[src/core/ieu_defines.svh]
// Offsets, field positions, reset values and timing for the event block.
// Assumes a 40 MHz core clock and an 8-bit register port.
`ifndef IEU_DEFINES_SVH
`define IEU_DEFINES_SVH
`define IEU_CLK_MHZ 40
// Register indexes on the 3-bit register port
`define IEU_REG_CTRL1 3'h0
`define IEU_REG_CTRL2 3'h1
`define IEU_REG_STATUS 3'h2
`define IEU_REG_SMB 3'h3
`define IEU_REG_ADDR1 3'h4
`define IEU_REG_ADDR2 3'h5
`define IEU_REG_DATA 3'h6
`define IEU_REG_FILT 3'h7
// Control 1 fields
`define IEU_C1_MODEN 7
`define IEU_C1_IRQEN 6
`define IEU_C1_MST 5
`define IEU_C1_TX 4
`define IEU_C1_NACK 3
`define IEU_C1_RSTA 2
`define IEU_C1_WAKEUP_ENABLE 1
`define IEU_C1_FAST_ACK_ENABLE 0
// Control 2 fields
`define IEU_C2_GCEN 7
`define IEU_C2_ADDR2EN 6
`define IEU_C2_CHDLIE 5
// Status fields
`define IEU_ST_TCF 7
`define IEU_ST_AAS 6
`define IEU_ST_BUSY 5
`define IEU_ST_ARBITRATION_LOST_FLAG 4
`define IEU_ST_SRW 2
`define IEU_ST_IRQ 1
// SMBus flag fields
`define IEU_SM_CLTO 3
`define IEU_SM_IDLE 2
`define IEU_SM_CHDL 1
// Reset values and codes
`define IEU_RST_BYTE 8'h00
`define IEU_GC_ADDR 8'h00
`define IEU_FILT_RST 4'h0
`define IEU_ACK_BIT 4'h8
`define IEU_LAST_BIT 4'h7
`define IEU_PRE_BIT 4'hF
// Bus timeouts in ns
`define IEU_CLK_LOW_NS 35000000
`define IEU_HIGH_MAX_NS 50000
`endif

[src/core/ieu_pkg.sv]
// Types shared by the event block and its input filter.
// Assumes nothing of its surroundings.
package ieu_pkg;
  // Both bus lines travel together
  typedef struct packed {
    logic scl;
    logic sda;
  } ieu_lines_s;

  typedef enum logic [2:0] {
    ST_IDLE = 3'b000,
    ST_ADDR = 3'b001,
    ST_RX = 3'b010,
    ST_TX = 3'b011,
    ST_SKIP = 3'b100
  } ieu_state_e;
endpackage : ieu_pkg

[src/core/ieu_event_unit.sv]
// Two-wire bus slave event, flag, timeout and wake-up logic.
// Assumes a one-cycle register port and open-drain bus pins outside.
//
// How it works
// RQ1 - Interrupt line only asserts while the interrupt enable is set.
// RQ2 - Combined pending flag clears only when software writes one.
// RQ3 - Clock-low timeout flag feeds the interrupt; write one clears it.
// RQ4 - Clock-high data-low timeout interrupts only with its own enable.
// RQ5 - Low-power wake reports as address match, needs wake enable.
// RQ6 - Transfer done sets at ninth clock falling edge.
// RQ7 - With fast acknowledge, transfer done sets at eighth falling edge.
// RQ8 - Address flag sets on own address or enabled general call.
// RQ9 - Software reads direction bit and sets transmit mode to match.
// RQ10 - Address matching keeps running in low-power modes, wakes core.
// RQ11 - Arbitration lost flag sets on the listed bus conflicts.
// RQ12 - Arbitration lost flag clears only on a software write of one.
// RQ13 - Idle timeout flag rises and falls alone, never interrupts.
// RQ14 - Clock-high data-low timeout uses the idle timeout period.
// RQ15 - Input filter drops pulses shorter than programmed clock count.
// RQ16 - Software clears fast acknowledge before last received byte.
// RQ17 - Address match wakes the system, interrupt at match end.
// RQ18 - Software clears address flag after clock recovery.
// RQ19 - Master start sequence is a software duty.
// RQ20 - Software handles general call address in its service routine.
// RQ21 - Software drops data after first ten-bit address byte.
// RQ22 - Dummy data read resets the SMBus receiver state machine.
// RQ23 - Block is disabled after reset and never resets the core.
// RQ24 - Interrupt line is pending flag AND enable, held until cleared.
`timescale 1ns/1ps
`include "ieu_defines.svh"
module ieu_event_unit
  import ieu_pkg::*;
#(
  parameter int unsigned CLK_LOW_CYC =
    (`IEU_CLK_LOW_NS * `IEU_CLK_MHZ + 999) / 1000,
  parameter int unsigned HIGH_MAX_CYC = (`IEU_HIGH_MAX_NS * `IEU_CLK_MHZ)/1000
) (
  input wire logic core_clk,
  input wire logic resetn,
  input wire logic [2:0] regAddr,
  input wire logic [7:0] regWrData,
  input wire logic regWr,
  input wire logic regRd,
  output logic [7:0] regRdData,
  input wire logic sclIn,
  input wire logic sdaIn,
  output logic sclOut,
  output logic sclOe,
  output logic sdaOut,
  output logic sdaOe,
  input wire logic lowPowerMode,
  output logic irqReq,
  output logic wakeupReq
);
  ieu_lines_s line;
  ieu_lines_s prev_q;
  ieu_state_e state_q;
  logic [7:0] ctrl1_q, ctrl2_q, addr1_q, addr2_q, txData_q, rxData_q;
  logic [7:0] shift_q, txShift_q;
  logic [3:0] filt_q, bitCnt_q;
  logic tcf_q, aas_q, arbitration_lost_flag_q, srw_q, busy_q, irqPend_q;
  logic clto_q, idle_q, chdl_q, stretch_q;
  logic [31:0] lowCnt_q, highCnt_q, chdlCnt_q;

  // Saturating timeout counter step
  function automatic logic [31:0] tick(input logic on, input logic [31:0] c,
                                        input int unsigned tgt);
    if (!on) begin
      return 32'h0000_0000;
    end
    return (c == tgt) ? c : c + 32'h0000_0001;
  endfunction : tick

  //////////////////////////////////////////////////////////////////////////
  // Input synchronising and filtering
  ieu_glitch_filter #(.CW(4)) uFilter (
    .core_clk(core_clk),
    .resetn(resetn),
    .rawLines('{scl: sclIn, sda: sdaIn}),
    .limit(filt_q),
    .cleanLines(line)
  );

  logic modEn, irqEn, fast_ack_enable, sclRise, sclFall, startDet, stopDet;
  logic wrC1, wrSt, wrSm, rdData, addrMatch, endByte, endAck, dataPhase;
  logic evTcf, evAas, evArb, evClto, evChdl, rxReset;
  assign modEn = ctrl1_q[`IEU_C1_MODEN];
  assign irqEn = ctrl1_q[`IEU_C1_IRQEN];
  assign fast_ack_enable = ctrl1_q[`IEU_C1_FAST_ACK_ENABLE];
  assign sclRise = line.scl && !prev_q.scl;
  assign sclFall = !line.scl && prev_q.scl;
  assign startDet = line.scl && prev_q.scl && !line.sda && prev_q.sda;
  assign stopDet = line.scl && prev_q.scl && line.sda && !prev_q.sda;
  assign wrC1 = regWr && regAddr == `IEU_REG_CTRL1;
  assign wrSt = regWr && regAddr == `IEU_REG_STATUS;
  assign wrSm = regWr && regAddr == `IEU_REG_SMB;
  assign rdData = regRd && regAddr == `IEU_REG_DATA;
  // Own address, optional second address, or enabled general call [RQ8]
  assign addrMatch = (shift_q[7:1] == addr1_q[7:1]) ||
    (ctrl2_q[`IEU_C2_ADDR2EN] && shift_q[7:1] == addr2_q[7:1]) ||
    (ctrl2_q[`IEU_C2_GCEN] && shift_q == `IEU_GC_ADDR);
  assign endByte = sclFall && bitCnt_q == `IEU_LAST_BIT;
  assign endAck = sclFall && bitCnt_q == `IEU_ACK_BIT;
  assign dataPhase = state_q == ST_RX || state_q == ST_TX;
  // Dummy data read during a clock-low timeout restarts the receiver [RQ22]
  assign rxReset = rdData && clto_q;

  //////////////////////////////////////////////////////////////////////////
  // Event pulses
  // Byte done: ninth fall, or eighth under fast acknowledge [RQ6] [RQ7]
  assign evTcf = modEn && (fast_ack_enable ? endByte : endAck) && (dataPhase ||
    (state_q == ST_ADDR && (addrMatch || endAck)));
  // Match runs in every power mode; flag set at end of address [RQ10] [RQ17]
  assign evAas = modEn && state_q == ST_ADDR && endByte && addrMatch;
  assign evClto = modEn && !line.scl && lowCnt_q == CLK_LOW_CYC - 1;
  assign evChdl = modEn && line.scl && !line.sda &&
    chdlCnt_q == HIGH_MAX_CYC - 1;
  // Conflicts that lose the bus [RQ11]
  assign evArb = modEn && (
    (sclRise && !line.sda && !sdaOe && state_q == ST_TX &&
     bitCnt_q <= `IEU_LAST_BIT) ||
    (sclRise && !line.sda && !sdaOe && state_q == ST_RX &&
     bitCnt_q == `IEU_ACK_BIT) ||
    (wrC1 && regWrData[`IEU_C1_MST] && !ctrl1_q[`IEU_C1_MST] && busy_q) ||
    (wrC1 && regWrData[`IEU_C1_RSTA] && !ctrl1_q[`IEU_C1_MST]) ||
    (stopDet && ctrl1_q[`IEU_C1_MST]));

  //////////////////////////////////////////////////////////////////////////
  // Software registers; block starts disabled [RQ23]
  always_ff @(posedge core_clk or negedge resetn) begin
    if (!resetn) begin
      ctrl1_q <= `IEU_RST_BYTE;
      ctrl2_q <= `IEU_RST_BYTE;
      addr1_q <= `IEU_RST_BYTE;
      addr2_q <= `IEU_RST_BYTE;
      txData_q <= `IEU_RST_BYTE;
      filt_q <= `IEU_FILT_RST;
    end else begin
      if (wrC1) begin
        ctrl1_q <= regWrData;
        ctrl1_q[`IEU_C1_RSTA] <= 1'b0;
        if (evArb) begin
          ctrl1_q[`IEU_C1_MST] <= 1'b0; // Lost bus drops master mode
        end
      end else if (evArb) begin
        ctrl1_q[`IEU_C1_MST] <= 1'b0;
      end
      if (regWr && regAddr == `IEU_REG_CTRL2) begin
        ctrl2_q <= regWrData;
      end
      if (regWr && regAddr == `IEU_REG_ADDR1) begin
        addr1_q <= regWrData;
      end
      if (regWr && regAddr == `IEU_REG_ADDR2) begin
        addr2_q <= regWrData;
      end
      if (regWr && regAddr == `IEU_REG_DATA) begin
        txData_q <= regWrData;
      end
      if (regWr && regAddr == `IEU_REG_FILT) begin
        filt_q <= regWrData[3:0];
      end
    end
  end

  //////////////////////////////////////////////////////////////////////////
  // Line history and bus busy
  always_ff @(posedge core_clk or negedge resetn) begin
    if (!resetn) begin
      prev_q <= '{scl: 1'b1, sda: 1'b1};
      busy_q <= 1'b0;
    end else begin
      prev_q <= line;
      if (startDet) begin
        busy_q <= 1'b1;
      end else if (stopDet) begin
        busy_q <= 1'b0;
      end
    end
  end

  //////////////////////////////////////////////////////////////////////////
  // Byte engine: address, receive, transmit and acknowledge
  always_ff @(posedge core_clk or negedge resetn) begin
    if (!resetn) begin
      state_q <= ST_IDLE;
      bitCnt_q <= 4'h0;
      shift_q <= `IEU_RST_BYTE;
      txShift_q <= `IEU_RST_BYTE;
      rxData_q <= `IEU_RST_BYTE;
      srw_q <= 1'b0;
      sdaOe <= 1'b0;
      sclOe <= 1'b0;
      stretch_q <= 1'b0;
    end else if (!modEn || startDet || stopDet || rxReset || evClto) begin
      // Timeout or stop releases the bus; start begins a new address
      state_q <= (modEn && startDet) ? ST_ADDR : ST_IDLE;
      bitCnt_q <= startDet ? `IEU_PRE_BIT : 4'h0; // Start fall wraps to 0
      sdaOe <= 1'b0;
      sclOe <= 1'b0;
      stretch_q <= 1'b0;
    end else if (stretch_q) begin
      // Fast acknowledge holds the clock until software picks the answer
      if (wrC1) begin
        sdaOe <= !regWrData[`IEU_C1_NACK];
        sclOe <= 1'b0;
        stretch_q <= 1'b0;
      end
    end else if (sclRise && state_q != ST_IDLE) begin
      shift_q <= {shift_q[6:0], line.sda};
    end else if (sclFall && state_q != ST_IDLE && state_q != ST_SKIP) begin
      if (bitCnt_q == `IEU_LAST_BIT) begin
        bitCnt_q <= `IEU_ACK_BIT;
        rxData_q <= shift_q;
        case (state_q)
          ST_ADDR: begin
            sdaOe <= addrMatch;
            srw_q <= shift_q[0];
            if (!addrMatch) begin
              state_q <= ST_SKIP;
            end
          end
          ST_RX: begin
            sdaOe <= !ctrl1_q[`IEU_C1_NACK];
            if (fast_ack_enable) begin
              sdaOe <= 1'b0;
              sclOe <= 1'b1; // Software decides acknowledge [RQ7]
              stretch_q <= 1'b1;
            end
          end
          default: begin
            sdaOe <= 1'b0; // Let the master acknowledge
          end
        endcase
      end else if (bitCnt_q == `IEU_ACK_BIT) begin
        bitCnt_q <= 4'h0;
        sdaOe <= 1'b0;
        if (state_q == ST_ADDR) begin
          state_q <= srw_q ? ST_TX : ST_RX;
          txShift_q <= {txData_q[6:0], 1'b0};
          sdaOe <= srw_q && !txData_q[7];
        end else if (state_q == ST_TX) begin
          // Master not-acknowledge ends slave transmit
          state_q <= shift_q[0] ? ST_SKIP : ST_TX;
          txShift_q <= {txData_q[6:0], 1'b0};
          sdaOe <= !shift_q[0] && !txData_q[7];
        end
      end else begin
        bitCnt_q <= bitCnt_q + 4'h1;
        if (state_q == ST_TX) begin
          sdaOe <= !txShift_q[7];
          txShift_q <= {txShift_q[6:0], 1'b0};
        end
      end
    end
  end

  //////////////////////////////////////////////////////////////////////////
  // Timeout counters; data-low shares the idle period [RQ14]
  always_ff @(posedge core_clk or negedge resetn) begin
    if (!resetn) begin
      lowCnt_q <= 32'h0000_0000;
      highCnt_q <= 32'h0000_0000;
      chdlCnt_q <= 32'h0000_0000;
      idle_q <= 1'b0;
    end else begin
      lowCnt_q <= tick(modEn && !line.scl, lowCnt_q, CLK_LOW_CYC);
      highCnt_q <= tick(modEn && line.scl && line.sda, highCnt_q,
                        HIGH_MAX_CYC); // [RQ14]
      chdlCnt_q <= tick(modEn && line.scl && !line.sda, chdlCnt_q,
                        HIGH_MAX_CYC); // [RQ14]
      // Idle flag follows the bus alone, no interrupt path [RQ13]
      idle_q <= modEn && line.scl && line.sda &&
        highCnt_q >= HIGH_MAX_CYC - 1;
    end
  end

  //////////////////////////////////////////////////////////////////////////
  // Sticky flags; a set in the clearing cycle wins
  always_ff @(posedge core_clk or negedge resetn) begin
    if (!resetn) begin
      tcf_q <= 1'b0;
      aas_q <= 1'b0;
      arbitration_lost_flag_q <= 1'b0;
      clto_q <= 1'b0;
      chdl_q <= 1'b0;
    end else begin
      // Data access clears transfer done
      tcf_q <= evTcf || (tcf_q && !(rdData ||
        (regWr && regAddr == `IEU_REG_DATA))); // [RQ6]
      // Status write of one clears the address flag
      aas_q <= evAas || (aas_q && !(wrSt && regWrData[`IEU_ST_AAS])); // [RQ8]
      arbitration_lost_flag_q <= evArb ||
        (arbitration_lost_flag_q && !(wrSt && regWrData[`IEU_ST_ARBITRATION_LOST_FLAG])); // [RQ11] [RQ12]
      clto_q <= evClto ||
        (clto_q && !(wrSm && regWrData[`IEU_SM_CLTO])); // [RQ3]
      chdl_q <= evChdl || (chdl_q && !(wrSm && regWrData[`IEU_SM_CHDL]));
    end
  end

  //////////////////////////////////////////////////////////////////////////
  // Combined pending flag and interrupt, wake request outputs
  always_ff @(posedge core_clk or negedge resetn) begin
    if (!resetn) begin
      irqPend_q <= 1'b0;
      irqReq <= 1'b0;
      wakeupReq <= 1'b0;
    end else begin
      // In low power the match counts only with wake enable [RQ5]
      irqPend_q <= evTcf || evArb || evClto || // [RQ3] [RQ11]
        (evAas && (!lowPowerMode || ctrl1_q[`IEU_C1_WAKEUP_ENABLE])) || // [RQ5]
        (evChdl && ctrl2_q[`IEU_C2_CHDLIE]) || // [RQ4]
        (irqPend_q && !(wrSt && regWrData[`IEU_ST_IRQ])); // [RQ2]
      irqReq <= irqPend_q && irqEn; // [RQ1] [RQ24]
      // Wake lasts in low power until software clears the pending or address flag [RQ10] [RQ17]
      wakeupReq <= lowPowerMode && irqPend_q && irqEn &&
        aas_q && ctrl1_q[`IEU_C1_WAKEUP_ENABLE];
    end
  end

  //////////////////////////////////////////////////////////////////////////
  // Read port, data valid the cycle after the strobe
  always_ff @(posedge core_clk or negedge resetn) begin
    if (!resetn) begin
      regRdData <= `IEU_RST_BYTE;
      sclOut <= 1'b0;
      sdaOut <= 1'b0;
    end else begin
      sclOut <= 1'b0; // Open drain: only ever pulls low
      sdaOut <= 1'b0;
      regRdData <= `IEU_RST_BYTE;
      if (regRd) begin
        if (regAddr == `IEU_REG_CTRL1) begin
          regRdData <= ctrl1_q;
        end else if (regAddr == `IEU_REG_CTRL2) begin
          regRdData <= ctrl2_q;
        end else if (regAddr == `IEU_REG_STATUS) begin
          regRdData <= {tcf_q, aas_q, busy_q, arbitration_lost_flag_q, 1'b0, srw_q,
                        irqPend_q, 1'b0}; // Direction for software [RQ9]
        end else if (regAddr == `IEU_REG_SMB) begin
          regRdData <= {4'h0, clto_q, idle_q, chdl_q, 1'b0};
        end else if (regAddr == `IEU_REG_ADDR1) begin
          regRdData <= addr1_q;
        end else if (regAddr == `IEU_REG_ADDR2) begin
          regRdData <= addr2_q;
        end else if (regAddr == `IEU_REG_DATA) begin
          regRdData <= rxData_q;
        end else begin
          regRdData <= {4'h0, filt_q};
        end
      end
    end
  end
endmodule : ieu_event_unit

[src/core/ieu_glitch_filter.sv]
// Two-flop synchroniser and programmable glitch filter for the bus lines.
// Assumes raw pin levels from outside the core clock domain.
`timescale 1ns/1ps
module ieu_glitch_filter
  import ieu_pkg::*;
#(
  parameter int CW = 4
) (
  input wire logic core_clk,
  input wire logic resetn,
  input wire ieu_lines_s rawLines,
  input wire logic [CW-1:0] limit,
  output ieu_lines_s cleanLines
);
  ieu_lines_s meta_q;
  ieu_lines_s sync_q;
  logic [CW-1:0] cnt_q [2];

  //////////////////////////////////////////////////////////////////////////
  // Synchroniser; first stage feeds only the second
  always_ff @(posedge core_clk or negedge resetn) begin
    if (!resetn) begin
      meta_q <= '{scl: 1'b1, sda: 1'b1};
      sync_q <= '{scl: 1'b1, sda: 1'b1};
    end else begin
      meta_q <= rawLines;
      sync_q <= meta_q;
    end
  end

  //////////////////////////////////////////////////////////////////////////
  // A change must outlast the limit before it passes [RQ15]
  always_ff @(posedge core_clk or negedge resetn) begin
    if (!resetn) begin
      cleanLines <= '{scl: 1'b1, sda: 1'b1};
      cnt_q[0] <= '0;
      cnt_q[1] <= '0;
    end else begin
      for (int i = 0; i < 2; i++) begin
        if (sync_q[i] == cleanLines[i]) begin
          cnt_q[i] <= '0; // Short pulse is dropped here [RQ15]
        end else if (cnt_q[i] >= limit) begin
          cleanLines[i] <= sync_q[i];
          cnt_q[i] <= '0;
        end else begin
          cnt_q[i] <= cnt_q[i] + 1'b1;
        end
      end
    end
  end
endmodule : ieu_glitch_filter

[config.mk]
export PLATFORM = sky130hd
export DESIGN_NAME = ieu_event_unit
export DESIGN_NICKNAME = d
export VERILOG_FILES = /design/src/core/ieu_pkg.sv /design/src/core/ieu_event_unit.sv /design/src/core/ieu_glitch_filter.sv
export VERILOG_INCLUDE_DIRS = /design/src /design/src/core
export SDC_FILE = /design/constraint.sdc
export NUM_CORES = 1
export LEC_CHECK = 0
export BUFFER_PORTS_ARGS = -buffer_cell sky130_fd_sc_hd__buf_4
export CAP_MARGIN = 10
export CORE_MARGIN = 4
export CORE_UTILIZATION = 67
export CTS_CLUSTER_SIZE = 10
export DETAILED_ROUTE_END_ITERATION = 8
export MAX_ROUTING_LAYER = met4
export PLACE_DENSITY_LB_ADDON = 0.3
export REMOVE_ABC_BUFFERS = 1
export SLEW_MARGIN = 40
export SYNTH_ARGS = -nofsm -noshare
export SYNTH_HDL_FRONTEND = slang
export SYNTH_SLANG_ARGS = --single-unit
[constraint.sdc]
create_clock -name core_clk -period 3.9 [get_ports core_clk]
set_input_delay 0.78 -clock core_clk [delete_from_list [all_inputs] [get_ports core_clk]]
set_output_delay 0.78 -clock core_clk [all_outputs]
set_load 0.005 [all_outputs]
==> impl_metrics.json <==
{
  "outcome": "completed",
  "rsz0062_at_grt": "no",
  "powerDensity_mw_per_mm2": 488,
  "numCtsBuffers": 24,
  "slew_violations": 0,
  "place.gp.congestion": 0.964,
  "antenna_found_initial": 0,
  "synth-edff-count": 0,
  "crit_type": "reg2reg",
  "slowest_stage": "dfstp_2",
  "numPortBuffers": 29,
  "ctsResizeCount": 0,
  "antenna_left": 0,
  "wl_met1_um": 9570,
  "avgRoutedWirePerCell_um": 17.8,
  "setup_tns_ns": 0,
  "drc": 0,
  "slew_headroom_pct": 52.0,
  "fin_crit_sh_pct": 72.7,
  "area.growth.synth_to_final_pct": 10.4,
  "coreArea_mm2": 0.0153,
  "p_switching_uw": 1650,
  "nets": 1068,
  "ios": 32,
  "switching_share_pct": 29.2,
  "synthDistinctLibCells": 68,
  "path_cells": "nand2b_4 > or4_4 > nor3_4 > or2_4 > nor4_4 > mux2_2",
  "place_ws_ns": 0.919,
  "syn_area_mm2": 0.0105,
  "seqPwrFrac_pct": 46.8,
  "finalSetupViolations": 0,
  "dp_hpwl_um": 14900,
  "synth_most_common_cell": "dfrtp_1",
  "drt_iter0_markers": 662,
  "row_count": 45,
  "peakVddDrop_mv": 0.383,
  "crit_buf_inv": 0,
  "worst_slack_ns": 1.07,
  "skew_ns": 0.0156,
  "crit_arrival_ns": 3.23,
  "tightest_slew_ns": 0.716,
  "clk_latency_ns": 0.51,
  "p_clk_share_pct": 35.6,
  "max-cap-violations": 0,
  "critPathRequiredTime_ns": 4.29,
  "grt_pass1_wl_um": 38000,
  "synth_area_leaders": "dfrtp_1 (47%), mux2_2 (6.8%), xor2_1 (4.3%)",
  "dr.pass1.iters": 5,
  "internal_power_uw": 4000,
  "startpoint_type": "flop",
  "start_util_pct": 68.7,
  "num_vias": 7637,
  "synthCells": 1008,
  "synth_common_cells": "dfrtp_1 (199), nor2_1 (115), nand2_1 (77), mux2_2 (63), xor2_1 (52)",
  "postSynth.asyncResetShare_pct": 100,
  "drt-total-wl_um": 22500,
  "end_kind": "flop",
  "die_w_um": 133,
  "cts_sinks": 207,
  "grt-ovfl-total": 0,
  "cp_top_family": "simple AND/OR/NAND/NOR gates",
  "netlist.area_leader.share_pct": 47.5,
  "ys_warn_count": 0,
  "dr.max_layer_used": "met4",
  "cts_tree": "done",
  "worstPathMaxFanout": 33,
  "cts_max_level": 1,
  "fin_crit_ns": 2.83,
  "drive_gt1_share_pct": 15.1,
  "ys_seq_area_share_pct": 49.5,
  "die-area_mm2": 0.0177,
  "leakage_uw": 0.00495,
  "fillers": 1002,
  "cts_buffer_depth": 3,
  "combPwrFrac_pct": 17.6,
  "ys_ff_latch": 207,
  "grt_max_degree": 95,
  "synth_top_area_cell": "dfrtp_1",
  "dr_wl_met2_um": 11000,
  "hold_viol": 0,
  "cts.reportedPaths.clkPinSlew_ns": 0.06,
  "grt_pass1_vias": 7501,
  "slowest_delay_ns": 0.67,
  "vias_per_cell": 6.05,
  "postCtsSetupRepairBufs": 0,
  "avgSynthCellArea_um2": 10.4,
  "ctsHoldBuffers": 0,
  "die_h_um": 133,
  "max_freq_mhz": 353,
  "cts-root-buf": "clkbuf_16",
  "route.met3.wl_um": 1410,
  "grt.total_usage_pct": 26.8,
  "synth-main-ff-cell": "dfrtp_1",
  "hold_class": "in2async"
}
power by group through the flow:
stage,combinational (uW),sequential (uW),clock [uW]
after floorplan,686,2580,0
after global placement,946,2650,0
after detailed placement,972,2670,0
after CTS,994,2640,2050
after global routing,1100,2680,2160
final,993,2650,2010
path summary, 6_finish.rpt:
kind	startpoint	endpoint	slack [ns]	depth (start not counted)
min reg2reg	uFilter.meta_q[1]	uFilter.sync_q[1]	0.36	0
min	resetn	txShift_q[6]	0.28	1
max in group asynchronous	resetn	uFilter.cleanLines[0]	2.71	2
max reg2reg	uFilter.cleanLines[1]	shift_q[3]	1.07	6
max	uFilter.cleanLines[1]	shift_q[3]	1.07	6
min in group core_clk	uFilter.meta_q[1]	uFilter.sync_q[1]	0.36	0
area by class of cell:
class                   instances  area [um^2]  area share [%]
diodes                          1         2.50          0.0216
clock buffers                  44          697            6.02
inverters                      32          120            1.04
multi-input cells             731         5010            43.3
flip-flops and latches        207         5190            44.8
well taps                     211          264            2.28
repair buffers                 36          289            2.50
per-stage QoR:
stage | instances | util [%] | cell area, um^2 | hold WS (ns) | total power (uW)
2_1_floorplan | 970 | - | 10300 | 0.345 | 3270
3_3_place_gp | 1217 | 71.2 | 10900 | 0.348 | 3600
3_5_place_dp | 1217 | 71.3 | 10900 | 0.348 | 3640
4_1_cts | 1261 | 75.8 | 11600 | 0.311 | 5680
5_1_grt | 1261 | 75.8 | 11600 | 0.333 | 5940
6_report | 1262 | 75.9 | 11600 | 0.277 | 5650
layout by cell type, fill, tap and decap left out, drive strengths merged, types with 7 or more instances in the layout:
master  instances
and2            8
nand2b         11
or3            18
dfrtp         199
ha             18
buf            35
o211ai          7
xor2           52
a21o            9
a21oi          32
or4             9
nor2b          10
nand4          29
mux2i          17
xnor2          45
nand2          77
nand3          46
nor4           27
inv            32
and3           16
nor2          115
nor3           16
and4            8
o21ai          36
dfstp           8
clkbuf         45
mux2           69
logic make-up after synthesis:
kind of cell	Yosys count	synth area share [%]
compound gates	115	6.82
xor+xnor	97	8.10
fa+ha+maj	18	2.15
buf+inv	71	2.91
flops	207	49.5
mux	89	9.89
other cells	1	0.0358
simple gates	410	20.6
per-layer routing:
layer,up-vias,track usage (%)
met5,-,-
met4,0,7.54
met3,54,4.72
met2,237,41.6
met1,3751,36.9
li1,3595,-
sequential cells by signal, indices dropped and copies added, names as in the netlist, 2 cells and up:
signal,count
ctrl2_q,8
prev_q,2
state_q,3
regRdData,8
addr2_q,8
ctrl1_q,7
chdlCnt_q,32
shift_q,8
uFilter.sync_q,2
highCnt_q,32
txData_q,8
uFilter.meta_q,2
filt_q,4
addr1_q,8
rxData_q,8
uFilter.cleanLines,2
txShift_q,7
bitCnt_q,4
lowCnt_q,32
uFilter.cnt_q,8
Power figures use the tool's default switching activity.
